==> config.mk <==
export PLATFORM = sky130hd
export DESIGN_NAME = csb_core
export DESIGN_NICKNAME = d
export VERILOG_FILES = /design/src/rtl/csb_core.v
export VERILOG_INCLUDE_DIRS = /design/src /design/src/shared
export SDC_FILE = /design/constraint.sdc
export NUM_CORES = 2
export LEC_CHECK = 0
export ABC_CLOCK_PERIOD_IN_PS = 8400
export BUFFER_PORTS_ARGS = -buffer_cell sky130_fd_sc_hd__buf_2
export CAP_MARGIN = 20
export CORE_MARGIN = 8
export CORE_UTILIZATION = 25
export DETAILED_ROUTE_END_ITERATION = 8
export PLACE_DENSITY = 0.43
export SLEW_MARGIN = 25
export SYNTH_ARGS = -nofsm -noshare
export SYNTH_HDL_FRONTEND = slang
export SYNTH_SLANG_ARGS = --single-unit
==> constraint.sdc <==
create_clock -name clk_i -period 8.4 [get_ports clk_i]
set_input_delay 0.42 -clock clk_i [delete_from_list [all_inputs] [get_ports clk_i]]
set_output_delay 0.42 -clock clk_i [all_outputs]
set_load 0.03 [all_outputs]
==> src/shared/csb_defs.vh <==
`ifndef CSB_DEFS_VH
`define CSB_DEFS_VH

// ****************************************
// Register offsets (byte addresses)
// ****************************************
`define CSB_OFF_INSTR     8'h00
`define CSB_OFF_STATUS    8'h04
`define CSB_OFF_PC        8'h08
`define CSB_OFF_FLAGS     8'h0c
`define CSB_OFF_REG_SEL   8'h10
`define CSB_OFF_REG_DATA  8'h14
`define CSB_OFF_MEM_ADDR  8'h18
`define CSB_OFF_MEM_DATA  8'h1c

// ****************************************
// Field positions and reset values
// ****************************************
`define CSB_INSTR_TWO_WORD 16
`define CSB_STAT_BUSY      0
`define CSB_STAT_TAKEN     4
`define CSB_PC_RST         16'h0000
`define CSB_FLAGS_RST      8'h00

// ****************************************
// Status flag positions
// ****************************************
`define CSB_FLG_BORROW 0
`define CSB_FLG_EQUAL  1
`define CSB_FLG_MSB    2
`define CSB_FLG_SPILL  3
`define CSB_FLG_SIGN   4
`define CSB_FLG_NIBBLE 5
`define CSB_FLG_COPY   6
`define CSB_FLG_ARMED  7

// ****************************************
// Instruction classes, bits 15:12
// ****************************************
`define CSB_OP_CMP_BORROW 4'h1
`define CSB_OP_CMP_IMM    4'h2
`define CSB_OP_SKIP_RCLR  4'h3
`define CSB_OP_SKIP_RSET  4'h4
`define CSB_OP_SKIP_ICLR  4'h5
`define CSB_OP_SKIP_ISET  4'h6
`define CSB_OP_BR_SET     4'h7
`define CSB_OP_BR_CLR     4'h8
`define CSB_OP_LOAD       4'ha
`define CSB_OP_LOAD_OFS   4'hb

// Load addressing modes, pointer pair base, immediate register base and I/O base
`define CSB_LD_PLAIN      2'd0
`define CSB_LD_POSTINC    2'd1
`define CSB_LD_PREDEC     2'd2
`define CSB_PTR_BASE      5'd26
`define CSB_IMM_REG_BASE  5'd16
`define CSB_IO_BASE       16'h0020

// Bus responses
`define CSB_RESP_OKAY     2'b00
`define CSB_RESP_SLVERR   2'b10

`endif

==> src/rtl/csb_core.v <==
// Function
// - compares subtract source with borrow, or immediate without borrow; set flags only, one cycle
// - register-bit skip when bit clear or set; pc plus 2 or 3, flags kept
// - I/O-bit skip tests io bit, skips on match, flags kept
// - generic flag branches test chosen status bit; taken target pc plus offset plus one
// - equal branches follow the equal flag
// - borrow, unsigned lower and same-or-higher branches follow the borrow flag
// - minus and plus branches follow the msb flag
// - signed branches follow msb xor overflow
// - nibble-carry branches follow the nibble-carry flag
// - copy-bit branches follow the user copy flag, flags kept
// - overflow branches follow the overflow flag
// - interrupt-state branches follow the armed flag, flags kept
// - indirect load reads memory at pointer in two cycles; post-increment bumps pointer after
// - pre-decrement load decrements pointer first, then reads, two cycles
// - offset load reads pointer plus displacement, pointer kept, two cycles
`timescale 1ns/10ps
`default_nettype none
`include "csb_defs.vh"

module csb_core #(
  parameter DMEM_AW = 8
) (
  input  wire        clk_i,
  input  wire        rst_n_i,
  input  wire [7:0]  s_axi_awaddr_i,
  input  wire        s_axi_awvalid_i,
  output wire        s_axi_awready_o,
  input  wire [31:0] s_axi_wdata_i,
  input  wire [3:0]  s_axi_wstrb_i,
  input  wire        s_axi_wvalid_i,
  output wire        s_axi_wready_o,
  output reg  [1:0]  s_axi_bresp_o,
  output reg         s_axi_bvalid_o,
  input  wire        s_axi_bready_i,
  input  wire [7:0]  s_axi_araddr_i,
  input  wire        s_axi_arvalid_i,
  output wire        s_axi_arready_o,
  output reg  [31:0] s_axi_rdata_o,
  output reg  [1:0]  s_axi_rresp_o,
  output reg         s_axi_rvalid_o,
  input  wire        s_axi_rready_i
);

  localparam S_IDLE = 3'b001;
  localparam S_RUN  = 3'b010;
  localparam S_HOLD = 3'b100;

  // ****************************************
  // Storage
  // ****************************************
  reg [7:0]         rf [0:31];
  reg [7:0]         dmem [0:(1<<DMEM_AW)-1];
  reg [2:0]         state;
  reg [15:0]        pc;
  reg [7:0]         flags;
  reg [16:0]        instr;
  reg [1:0]         hold_cnt;
  reg [1:0]         last_cyc;
  reg               last_taken;
  reg               ld_pend;
  reg [15:0]        ld_addr;
  reg [4:0]         ld_dst;
  reg [4:0]         reg_sel;
  reg [DMEM_AW-1:0] mem_addr;
  reg               aw_hold;
  reg               w_hold;
  reg [7:0]         aw_addr;
  reg [31:0]        w_data;
  reg [3:0]         w_strb;

  function [31:0] merge;
    input [31:0] old;
    input [31:0] nw;
    input [3:0]  strb;
    integer      i;
    begin
      for (i = 0; i < 4; i = i + 1)
        merge[i*8 +: 8] = strb[i] ? nw[i*8 +: 8] : old[i*8 +: 8];
    end
  endfunction

  function [15:0] ptr_of;
    input [1:0] sel;
    reg   [4:0] lo;
    begin
      lo = `CSB_PTR_BASE + {2'b00, sel, 1'b0};
      ptr_of = {rf[lo + 5'd1], rf[lo]};
    end
  endfunction

  // ****************************************
  // Execute decode
  // ****************************************
  wire [3:0]  op = instr[15:12];
  reg  [15:0] next_pc;
  reg  [7:0]  next_flags;
  reg  [1:0]  cyc;
  reg         taken;
  reg         ld_go;
  reg  [15:0] ld_a;
  reg         ptr_wr;
  reg  [1:0]  ptr_sel;
  reg  [15:0] ptr_new;
  reg  [7:0]  ca;
  reg  [7:0]  cb;
  reg  [8:0]  diff;
  reg  [7:0]  tbyte;
  reg  [15:0] pv;
  reg  [15:0] io_a;

  always @*
  begin
    next_pc    = pc + 16'h0001;
    next_flags = flags;
    cyc        = 2'd1;
    taken      = 1'b0;
    ld_go      = 1'b0;
    ld_a       = 16'h0000;
    ptr_wr     = 1'b0;
    ptr_sel    = instr[3:2];
    ptr_new    = 16'h0000;
    ca         = rf[instr[9:5]];
    cb         = rf[instr[4:0]];
    diff       = 9'h000;
    tbyte      = rf[instr[7:3]];
    pv         = ptr_of(instr[3:2]);
    io_a       = `CSB_IO_BASE + {11'h000, instr[7:3]};
    case (op)
      `CSB_OP_CMP_BORROW, `CSB_OP_CMP_IMM:
      begin
        if (op == `CSB_OP_CMP_IMM)
        begin
          ca = rf[`CSB_IMM_REG_BASE + {1'b0, instr[11:8]}];
          cb = instr[7:0];
        end
        diff = {1'b0, ca} - {1'b0, cb}
             - {8'h00, (op == `CSB_OP_CMP_BORROW) & flags[`CSB_FLG_BORROW]};
        next_flags[`CSB_FLG_BORROW] = diff[8];
        // Borrow variant keeps equal only if it already held, for multi-byte compares
        next_flags[`CSB_FLG_EQUAL]  = (diff[7:0] == 8'h00)
                                    & ((op == `CSB_OP_CMP_IMM) | flags[`CSB_FLG_EQUAL]);
        next_flags[`CSB_FLG_MSB]    = diff[7];
        next_flags[`CSB_FLG_SPILL]  = (ca[7] & ~cb[7] & ~diff[7]) | (~ca[7] & cb[7] & diff[7]);
        next_flags[`CSB_FLG_SIGN]   = diff[7] ^ next_flags[`CSB_FLG_SPILL];
        next_flags[`CSB_FLG_NIBBLE] = (~ca[3] & cb[3]) | (cb[3] & diff[3]) | (diff[3] & ~ca[3]);
      end
      `CSB_OP_SKIP_RCLR, `CSB_OP_SKIP_RSET, `CSB_OP_SKIP_ICLR, `CSB_OP_SKIP_ISET:
      begin
        if (op == `CSB_OP_SKIP_ICLR || op == `CSB_OP_SKIP_ISET)
          tbyte = dmem[io_a[DMEM_AW-1:0]];
        // Set forms are the even opcodes 4 and 6
        if (tbyte[instr[2:0]] == ~op[0])
        begin
          taken   = 1'b1;
          next_pc = pc + (instr[`CSB_INSTR_TWO_WORD] ? 16'h0003 : 16'h0002);
          cyc     = instr[`CSB_INSTR_TWO_WORD] ? 2'd3 : 2'd2;
        end
      end
      `CSB_OP_BR_SET, `CSB_OP_BR_CLR:
      begin
        // One path serves every flag alias: equal, borrow, msb, sign, nibble,
        // copy, overflow and armed; signed forms use the sign bit
        if (flags[instr[2:0]] == (op == `CSB_OP_BR_SET))
        begin
          taken   = 1'b1;
          next_pc = pc + {{9{instr[9]}}, instr[9:3]} + 16'h0001;
          cyc     = 2'd2;
        end
      end
      `CSB_OP_LOAD:
      begin
        ld_go = 1'b1;
        cyc   = 2'd2;
        if (instr[1:0] == `CSB_LD_PREDEC)
        begin
          ptr_wr  = 1'b1;
          ptr_new = pv - 16'h0001;
          ld_a    = ptr_new;
        end
        else
        begin
          ptr_wr  = (instr[1:0] == `CSB_LD_POSTINC);
          ptr_new = pv + 16'h0001;
          ld_a    = pv;
        end
      end
      `CSB_OP_LOAD_OFS:
      begin
        ld_go   = 1'b1;
        cyc     = 2'd2;
        // Bit 6 picks the second or third pair; the fourth code has no pair
        ptr_sel = {instr[6], ~instr[6]};
        ld_a    = ptr_of({instr[6], ~instr[6]}) + {10'h000, instr[5:0]};
      end
      default:
      begin
        cyc = 2'd1;
      end
    endcase
  end

  // ****************************************
  // Bus slave
  // ****************************************
  wire busy     = ~state[0];
  wire do_write = aw_hold & w_hold & ~s_axi_bvalid_o;
  wire start    = do_write & (aw_addr == `CSB_OFF_INSTR) & ~busy;
  wire rd_take  = s_axi_arvalid_i & ~s_axi_rvalid_o;

  assign s_axi_awready_o = ~aw_hold & ~s_axi_bvalid_o;
  assign s_axi_wready_o  = ~w_hold & ~s_axi_bvalid_o;
  assign s_axi_arready_o = ~s_axi_rvalid_o;

  wire   rf_bus_wr  = do_write & (aw_addr == `CSB_OFF_REG_DATA) & w_strb[0];
  wire   mem_bus_wr = do_write & (aw_addr == `CSB_OFF_MEM_DATA) & w_strb[0];
  wire   run_ptr    = state[1] & ptr_wr;
  wire   hold_ld    = state[2] & ld_pend;

  // Merged words are cut to each register's width on purpose
  wire [31:0] instr_mrg = merge({15'h0000, instr}, w_data, w_strb);
  wire [31:0] pc_mrg    = merge({16'h0000, pc}, w_data, w_strb);
  wire [31:0] maddr_mrg = merge({{(32-DMEM_AW){1'b0}}, mem_addr}, w_data, w_strb);

  reg    known_wr;
  reg    known_rd;
  reg [31:0] rd_val;

  always @*
  begin
    known_wr = 1'b1;
    if (aw_addr == `CSB_OFF_INSTR)
      known_wr = ~busy;
    else if (aw_addr == `CSB_OFF_STATUS)
      known_wr = 1'b0;
    else if (aw_addr > `CSB_OFF_MEM_DATA || aw_addr[1:0] != 2'b00)
      known_wr = 1'b0;
  end

  always @*
  begin
    known_rd = 1'b1;
    rd_val   = 32'h0000_0000;
    if (s_axi_araddr_i == `CSB_OFF_INSTR)
      rd_val = {15'h0000, instr};
    else if (s_axi_araddr_i == `CSB_OFF_STATUS)
      rd_val = {27'h0000000, last_taken, last_cyc, 1'b0, busy};
    else if (s_axi_araddr_i == `CSB_OFF_PC)
      rd_val = {16'h0000, pc};
    else if (s_axi_araddr_i == `CSB_OFF_FLAGS)
      rd_val = {24'h000000, flags};
    else if (s_axi_araddr_i == `CSB_OFF_REG_SEL)
      rd_val = {27'h0000000, reg_sel};
    else if (s_axi_araddr_i == `CSB_OFF_REG_DATA)
      rd_val = {24'h000000, rf[reg_sel]};
    else if (s_axi_araddr_i == `CSB_OFF_MEM_ADDR)
      rd_val = {{(32-DMEM_AW){1'b0}}, mem_addr};
    else if (s_axi_araddr_i == `CSB_OFF_MEM_DATA)
      rd_val = {24'h000000, dmem[mem_addr]};
    else
      known_rd = 1'b0;
  end

  // Arrays carry no reset; software loads them before starting
  always @(posedge clk_i)
  begin
    if (hold_ld)
      rf[ld_dst] <= dmem[ld_addr[DMEM_AW-1:0]];
    else if (rf_bus_wr)
      rf[reg_sel] <= w_data[7:0];
    // Pointer write lands in the first cycle, so pre-decrement reads the new value
    if (run_ptr)
    begin
      rf[`CSB_PTR_BASE + {2'b00, ptr_sel, 1'b0}]        <= ptr_new[7:0];
      rf[`CSB_PTR_BASE + {2'b00, ptr_sel, 1'b0} + 5'd1] <= ptr_new[15:8];
    end
    if (mem_bus_wr)
      dmem[mem_addr] <= w_data[7:0];
  end

  always @(posedge clk_i or negedge rst_n_i)
  begin
    if (!rst_n_i)
    begin
      aw_hold        <= 1'b0;
      w_hold         <= 1'b0;
      aw_addr        <= 8'h00;
      w_data         <= 32'h0000_0000;
      w_strb         <= 4'h0;
      s_axi_bvalid_o <= 1'b0;
      s_axi_bresp_o  <= `CSB_RESP_OKAY;
      s_axi_rvalid_o <= 1'b0;
      s_axi_rresp_o  <= `CSB_RESP_OKAY;
      s_axi_rdata_o  <= 32'h0000_0000;
      reg_sel        <= 5'd0;
      mem_addr       <= {DMEM_AW{1'b0}};
    end
    else
    begin
      if (s_axi_awvalid_i && s_axi_awready_o)
      begin
        aw_hold <= 1'b1;
        aw_addr <= s_axi_awaddr_i;
      end
      if (s_axi_wvalid_i && s_axi_wready_o)
      begin
        w_hold <= 1'b1;
        w_data <= s_axi_wdata_i;
        w_strb <= s_axi_wstrb_i;
      end
      if (do_write)
      begin
        aw_hold        <= 1'b0;
        w_hold         <= 1'b0;
        s_axi_bvalid_o <= 1'b1;
        s_axi_bresp_o  <= known_wr ? `CSB_RESP_OKAY : `CSB_RESP_SLVERR;
        if (aw_addr == `CSB_OFF_REG_SEL && w_strb[0])
          reg_sel <= w_data[4:0];
        if (aw_addr == `CSB_OFF_MEM_ADDR)
          mem_addr <= maddr_mrg[DMEM_AW-1:0];
      end
      else if (s_axi_bvalid_o && s_axi_bready_i)
        s_axi_bvalid_o <= 1'b0;
      if (rd_take)
      begin
        s_axi_rvalid_o <= 1'b1;
        s_axi_rdata_o  <= rd_val;
        s_axi_rresp_o  <= known_rd ? `CSB_RESP_OKAY : `CSB_RESP_SLVERR;
      end
      else if (s_axi_rvalid_o && s_axi_rready_i)
        s_axi_rvalid_o <= 1'b0;
    end
  end

  // ****************************************
  // Sequencer
  // ****************************************
  always @(posedge clk_i or negedge rst_n_i)
  begin
    if (!rst_n_i)
    begin
      state      <= S_IDLE;
      pc         <= `CSB_PC_RST;
      flags      <= `CSB_FLAGS_RST;
      instr      <= 17'h00000;
      hold_cnt   <= 2'd0;
      last_cyc   <= 2'd0;
      last_taken <= 1'b0;
      ld_pend    <= 1'b0;
      ld_addr    <= 16'h0000;
      ld_dst     <= 5'd0;
    end
    else
    begin
      case (state)
        S_IDLE:
        begin
          if (start)
          begin
            instr <= instr_mrg[16:0];
            state <= S_RUN;
          end
          else if (do_write && aw_addr == `CSB_OFF_PC)
            pc <= pc_mrg[15:0];
          else if (do_write && aw_addr == `CSB_OFF_FLAGS && w_strb[0])
            flags <= w_data[7:0];
        end
        S_RUN:
        begin
          pc         <= next_pc;
          flags      <= next_flags;
          last_cyc   <= cyc;
          last_taken <= taken;
          ld_pend    <= ld_go;
          ld_addr    <= ld_a;
          ld_dst     <= (op == `CSB_OP_LOAD_OFS) ? instr[11:7] : instr[8:4];
          hold_cnt   <= cyc - 2'd1;
          state      <= (cyc == 2'd1) ? S_IDLE : S_HOLD;
        end
        S_HOLD:
        begin
          ld_pend  <= 1'b0;
          hold_cnt <= hold_cnt - 2'd1;
          if (hold_cnt == 2'd1)
            state <= S_IDLE;
        end
        default:
        begin
          state <= S_IDLE;
        end
      endcase
    end
  end

endmodule
`default_nettype wire

== Yosys cells after proc, flatten, opt, wreduce, memory -nomap -nowiden ==
Memory sizes are Yosys's and may differ from the RTL's.
Index checks and enable logic that the tools add are counted.

* Output and inout port bits: 41
* Word-level logic and storage cells: 253
* Bits of input ports: 59
* Memories: 2
* Flip-flop bits (word level): 144
* Bits in writable memories: 2304

{| class="wikitable"
|+ Memories
! memory !! words !! width !! read ports !! clocked after Yosys merged registers in !! write ports !! RTL line !! RTL
|-
| dmem || 256 || 8 || 3 || 0 || 1 || csb_core.v:53 || <nowiki>reg [7:0] dmem [0:(1<<DMEM_AW)-1];</nowiki>
|-
| rf || 32 || 8 || 8 || 0 || 3 || csb_core.v:52 || <nowiki>reg [7:0] rf [0:31];</nowiki>
|}

* $add $sub $neg: 18
* $lt $le $gt $ge: 2
* Equality and inequality tests: 42
* Muxes and demuxes: 87
* Reductions and logical operators: 35
* Bitwise logic cells: 41

{| class="wikitable"
|+ Operators with widths
! cell !! count
|-
| 2-to-1 mux 8 bit || 18
|-
| 2-to-1 mux 16 bit || 8
|-
| == test 8 x 5 -> 1 bit (second input constant) || 8
|-
| one-hot mux 16 bit (2 select lines) || 2
|-
| adder 16 x 1 -> 16 bit (second input constant) || 3
|-
| 2-to-1 mux 1 bit || 38
|-
| == test 8 x 4 -> 1 bit (second input constant) || 4
|-
| one-hot mux 8 bit (2 select lines) || 2
|-
| zero test 8 bit || 3
|-
| AND 1 bit || 22
|-
| 2-to-1 mux 17 bit || 1
|-
| adder 16 bit || 1
|-
| adder 16 x 2 -> 16 bit || 1
|-
| == test 4 x 3 -> 1 bit (second input constant) || 4
|-
| == test 8 x 3 -> 1 bit (second input constant) || 2
|-
| inequality test 2 bit (second input constant) || 8
|-
| subtractor 16 x 1 -> 16 bit (second input constant) || 1
|-
| adder 4 x 4 -> 5 bit (first input constant) || 3
|-
| inverter 1 bit || 14
|-
| nonzero test 2 bit || 7
|-
| == test 4 bit (second input constant) || 3
|-
| AND reduction 3 bit || 4
|-
| adder 5 x 1 -> 5 bit (second input constant) || 2
|-
| 2-to-1 mux 2 bit || 5
|-
| other kinds (35) || 61
|}

== Logic depth before layout (Yosys ltp) ==
* Depth in word-level cells: 12
* Gate-level depth with buffers: 26
* Mapped depth without buffers: 19

== Least setup slack after synthesis ==
Ideal clock, no wire load.

* Kind: register to register
* Start point: register instr[5]
* End point: register flags[3]
* Library setup time: 125 ps
* Buffers on the path: 7
* Setup slack: 2462 ps
* Data required time: 8275 ps
* Cell stages (with the launch flop): 25
* Period minus slack after synthesis: 5938 ps
* Arrival: 5814 ps
* Cell sequence: dfrtp_1 buf_4 buf_4 buf_4 buf_2 buf_2 clkbuf_1 buf_1 mux4_2 mux4_2 mux2i_1 nor2_1 a21oi_1 fa_1 inv_1 ha_1 inv_1 o311ai_1 o31ai_1 o21bai_1 a21oi_1 xnor2_1 mux2i_1 a21oi_1 mux2_2

* Cells in the longest elaborated chain, start to end: 10
* Elaborated cells between the ends (all ways): 16
* Classes of those cells: add/sub: 2; mux: 6; bitwise: 7; memory: 1

{| class="wikitable"
|+ RTL lines
! element !! RTL line !! RTL
|-
| from (decl) || csb_core.v:57 || <nowiki>reg [16:0] instr;</nowiki>
|-
| from (signal assigned) || csb_core.v:360 || <nowiki>instr <= instr_mrg[16:0];</nowiki>
|-
| memory (32 x 8 bit) || -- ||
|-
| 2-to-1 mux 8 bit || csb_core.v:132 || <nowiki>if (op == `CSB_OP_CMP_IMM)</nowiki>
|-
| 2-to-1 mux 8 bit || csb_core.v:129 || <nowiki>case (op)</nowiki>
|-
| subtractor 8 x 8 -> 9 bit || csb_core.v:137 || <nowiki>diff = {1'b0, ca} - {1'b0, cb}</nowiki>
|-
| subtractor 9 x 1 -> 9 bit || csb_core.v:137 ||
|-
| inverter 1 bit || csb_core.v:144 || <nowiki>next_flags[`CSB_FLG_SPILL] = (ca[7] & ~cb[7] & ~diff[7]) | (~ca[7] & cb[7] & diff[7]);</nowiki>
|-
| AND 1 bit || csb_core.v:144 ||
|-
| bitwise OR 1 bit * || csb_core.v:144 ||
|-
| 2-to-1 mux 6 bit * || csb_core.v:129 ||
|-
| one-hot mux 8 bit (2 select lines) * || csb_core.v:355 || <nowiki>case (state)</nowiki>
|-
| to (signal assigned) || csb_core.v:344 || <nowiki>flags <= `CSB_FLAGS_RST;</nowiki>
|-
| to (signal assigned) || csb_core.v:366 || <nowiki>flags <= w_data[7:0];</nowiki>
|-
| to (signal assigned) || csb_core.v:371 || <nowiki>flags <= next_flags;</nowiki>
|-
| to (decl) || csb_core.v:56 || <nowiki>reg [7:0] flags;</nowiki>
|}

Mark *: on every way between the ends. The rest lies on a longest branch, timed or not. The select of a mux whose other input is x is not followed.
A chain may end at the register's enable or synchronous reset.

==> impl_results.md <==
- Largest cells by area after synthesis: edfxtp_1, mux4_2, dfrtp_1
- Yosys Warn Count: 0
- Number of synthesized flops with an enable pin: 2,304
- Achievable frequency: 0.169 GHz
- Crit Path Category: reg2reg
- Gates resized, CTS repair: 0
- Number of synthesized register bits: 2,431
- Met3 layer usage reported by global route: 2.94%
- Global-route met1 utilization: 24.0%
- Global-route total usage across every layer: 17.5%
- Fraction of the yosys area taken by sequential cells: 57.6%
- DRC: 0
- Synth Flop Type: edfxtp_1
- Count of pins over their slew limit: 0
- Final clock skew: 115 ps
- Crit share post-route: 70.3%
- Clock-pin slew reported for the worst setup and hold paths after clock tree synthesis: 60 ps
- Max-cap check violation count: 0
- Detailed-router iteration count before antenna repair: 5
- Count of final hold-check violations: 0
- Setup Viol. Count Final: 0
- Layer carrying the most global-route usage: met2
- Crit path arrival time: 6590 ps
- Critical path fanouts, max: 54
- Num Clock Sinks: ~2,400
- Post-Syn Area: 0.126 mm^2
- Number of cells produced by synthesis: 6,616
- Number of distinct library cells after synthesis: 90
- Power density cells: 238 mW/mm^2
- Detail Route Antenna Nets: 0
- Gp weighted congestion: 0.866
- Placed Instances: about 13,000
- Required arrival time at the worst endpoint: 9080 ps
- Most common cell in the netlist: edfxtp_1
- Number of filler instances in the final layout: 49,200
- RSZ-0062 raised after global routing: false
- Layout area overhead: 14.9%
- Final min period: slightly below 6000 ps
- Wire length of the first global-routing pass: 650,000 um
- I/O Buffers: 66
- Chip Height: 725 um
- Average wire per cell in the routed design: 34.9 um
- Count of routing violations after the opening detailed-route iteration: approximately 8,500
- Total wirelength of the detailed-routed design: 475,000 um
- Startpoint type of the worst setup path: flop
- Post-synthesis average cell area: about 19 um^2
- Worst Max-Slew Pin Slew: between 1000 and 1500 ps
- Clock tree from TritonCTS: yes
- Top cell types by occurrence after synthesis: edfxtp_1, mux4_2, nor2_1
- Overall die area: around 0.53 mm^2
- Die width: 725 um
- Aggregate negative setup slack: 0 ps
- Number of buffers added by the clock tree synthesis step: 301
- Leakage power figure: 0.0415 uW
- Area fraction of the dominant cell type after synthesis: between 50% and 60%
- Smallest hold slack: 47.8 ps
- Critical Path Sink Type: flop
- Count of vias placed by the detailed router: 73,000
- Outcome: completed
- Std-Cell Core Area: between 0.5 and 0.6 mm^2
- Std-Cell Rows: 260
- Final std cells w/o fill: 13,600
- Maximum ir drop on the vdd rail: ~0.22 mV
- Met2 track demand over resource in global routing: 28.5%
- Cell type with the highest aggregate area in the netlist: edfxtp_1
- Effective utilization at floorplan: approximately a quarter
- Net total in the final layout: 6,781
- Insertion delay to the later sink of the worst-skew pair: 980 ps
- Clock Root Buffer: clkbuf_16
- Maximum buffer depth of the clock tree: 4
- Share of synthesized flip-flops with an asynchronous set or reset: 5.22%
- DR vias/cell: 5.36
- Maximum number of pins on one net before global-route repair: 183
- I/O pin cnt: 100
- Relative slew slack: 21.5%
- Number of global-route vias before repair: 74,300
- Final global-route overflow total: 0
- Detailed Place HPWL: around 320,000 um
- Proportion of layout cells with a drive suffix above 1: slightly below 40%
- Antenna violations before repair: 47
- Level count of the clock H-tree: 5
- Worst Hold Class: in2async
==> cell type report <==
type                    instances  area (um^2)  share of cell area (%)
inverters                      55          206                   0.143
diodes                         17         42.5                  0.0295
multi-input cells            3568        50900                    35.3
clock inverters               162         1540                    1.07
well taps                    6681         8360                    5.79
clock buffers                 376         7990                    5.53
repair buffers                314         2840                    1.97
flip-flops and latches       2431        72500                    50.2
==> stage by stage <==
step                      utilization, %  area [um^2]  setup WS (ps)  total power [uW]
final                               28.8       144000           2490             34300
after global placement              26.8       134000           2380             21600
after detailed placement            26.8       134000           2420             21700
after floorplan                        -       126000           2460             19000
after global routing                28.8       144000           2220             35400
after CTS                           28.8       144000           2430             34600
==> timing repair <==
| item | CTS | global route |
|---|---|---|
| endpoints found under the hold margin | 88 | 0 |
| hold buffers | 36 | 0 |
| buffers inserted | 0 | 0 |
==> where the power goes <==
part           switching, uW  total (uW)  internal (uW)  leakage (uW)
sequential               486       15400          15000        0.0223
combinational           4210        6040           1830        0.0145
clock                   5480       12800           7370       0.00463
==> sequential cells by signal (all words and copies together) (netlist names), 2 cells and up <==
signal and flops:
instr 17, pc 16, flags 8, dmem 2048, w_strb 3, hold_cnt 2
state 3, aw_addr 8, ld_addr 8, last_cyc 2, reg_sel 5, s_axi_rdata_o 17
rf 256, mem_addr 8, ld_dst 5, w_data 17
==> cells by family after synthesis <==
kind of cell / after synthesis / synth area share, %
AND/OR/NAND/NOR: 991 / 3.46
multiplexers: 1941 / 33.2
adder cells (fa/ha/maj): 51 / 0.532
buffers and inverters: 633 / 2.23
XOR/XNOR: 58 / 0.416
AO/OA/AOI/OAI: 510 / 2.55
flip-flops: 2431 / 57.6
other: 1 / 0.00299
==> layout by cell type (no fill, tap or decap), types with 82 or more instances in the layout <==
cell type / Yosys / layout
clkbuf_16: 0 / 307
edfxtp_1: 2304 / 2304
mux2_2: 90 / 90
nand2_1: 279 / 262
buf_4: 31 / 166
mux4_2: 1755 / 1755
mux2i_1: 82 / 82
o21ai_0: 218 / 218
nor2_1: 423 / 369
dfrtp_1: 126 / 93
==> routing by layer <==
metal	up-vias	share of wire (%)	wire, um
met4	10	3.2	15400
li1	28700	-	-
met5	-	0.015	69
met1	40700	43	202000
met3	599	6.5	30900
met2	3008	48	227000
==> critical path, cell delays in order, from the launching register on <==
cell and delay (ps):
dfrtp_4 810, buf_12 430, buf_4 500, mux4_2 620, mux4_2 560, mux4_2 640
mux4_2 660, nand2_1 120, nand2_1 580, nand2_1 310, o21ai_0 130
==> path summary, 6_finish.rpt <==
check	depth (start not counted)	start	end	slack (ps)
max	10	ld_addr[0]	rf[31][2]	2490
min	2	rst_n_i	s_axi_rdata_o[7]	50
max reg2reg	10	ld_addr[0]	rf[31][2]	2490
min reg2reg	2	s_axi_rdata_o[0]	s_axi_rdata_o[0]	470
max in group asynchronous	3	rst_n_i	instr[6]	7060
min in group clk_i	4	s_axi_araddr_i[4]	s_axi_rdata_o[16]	150
No activity file was read; power rests on OpenSTA's default activity.
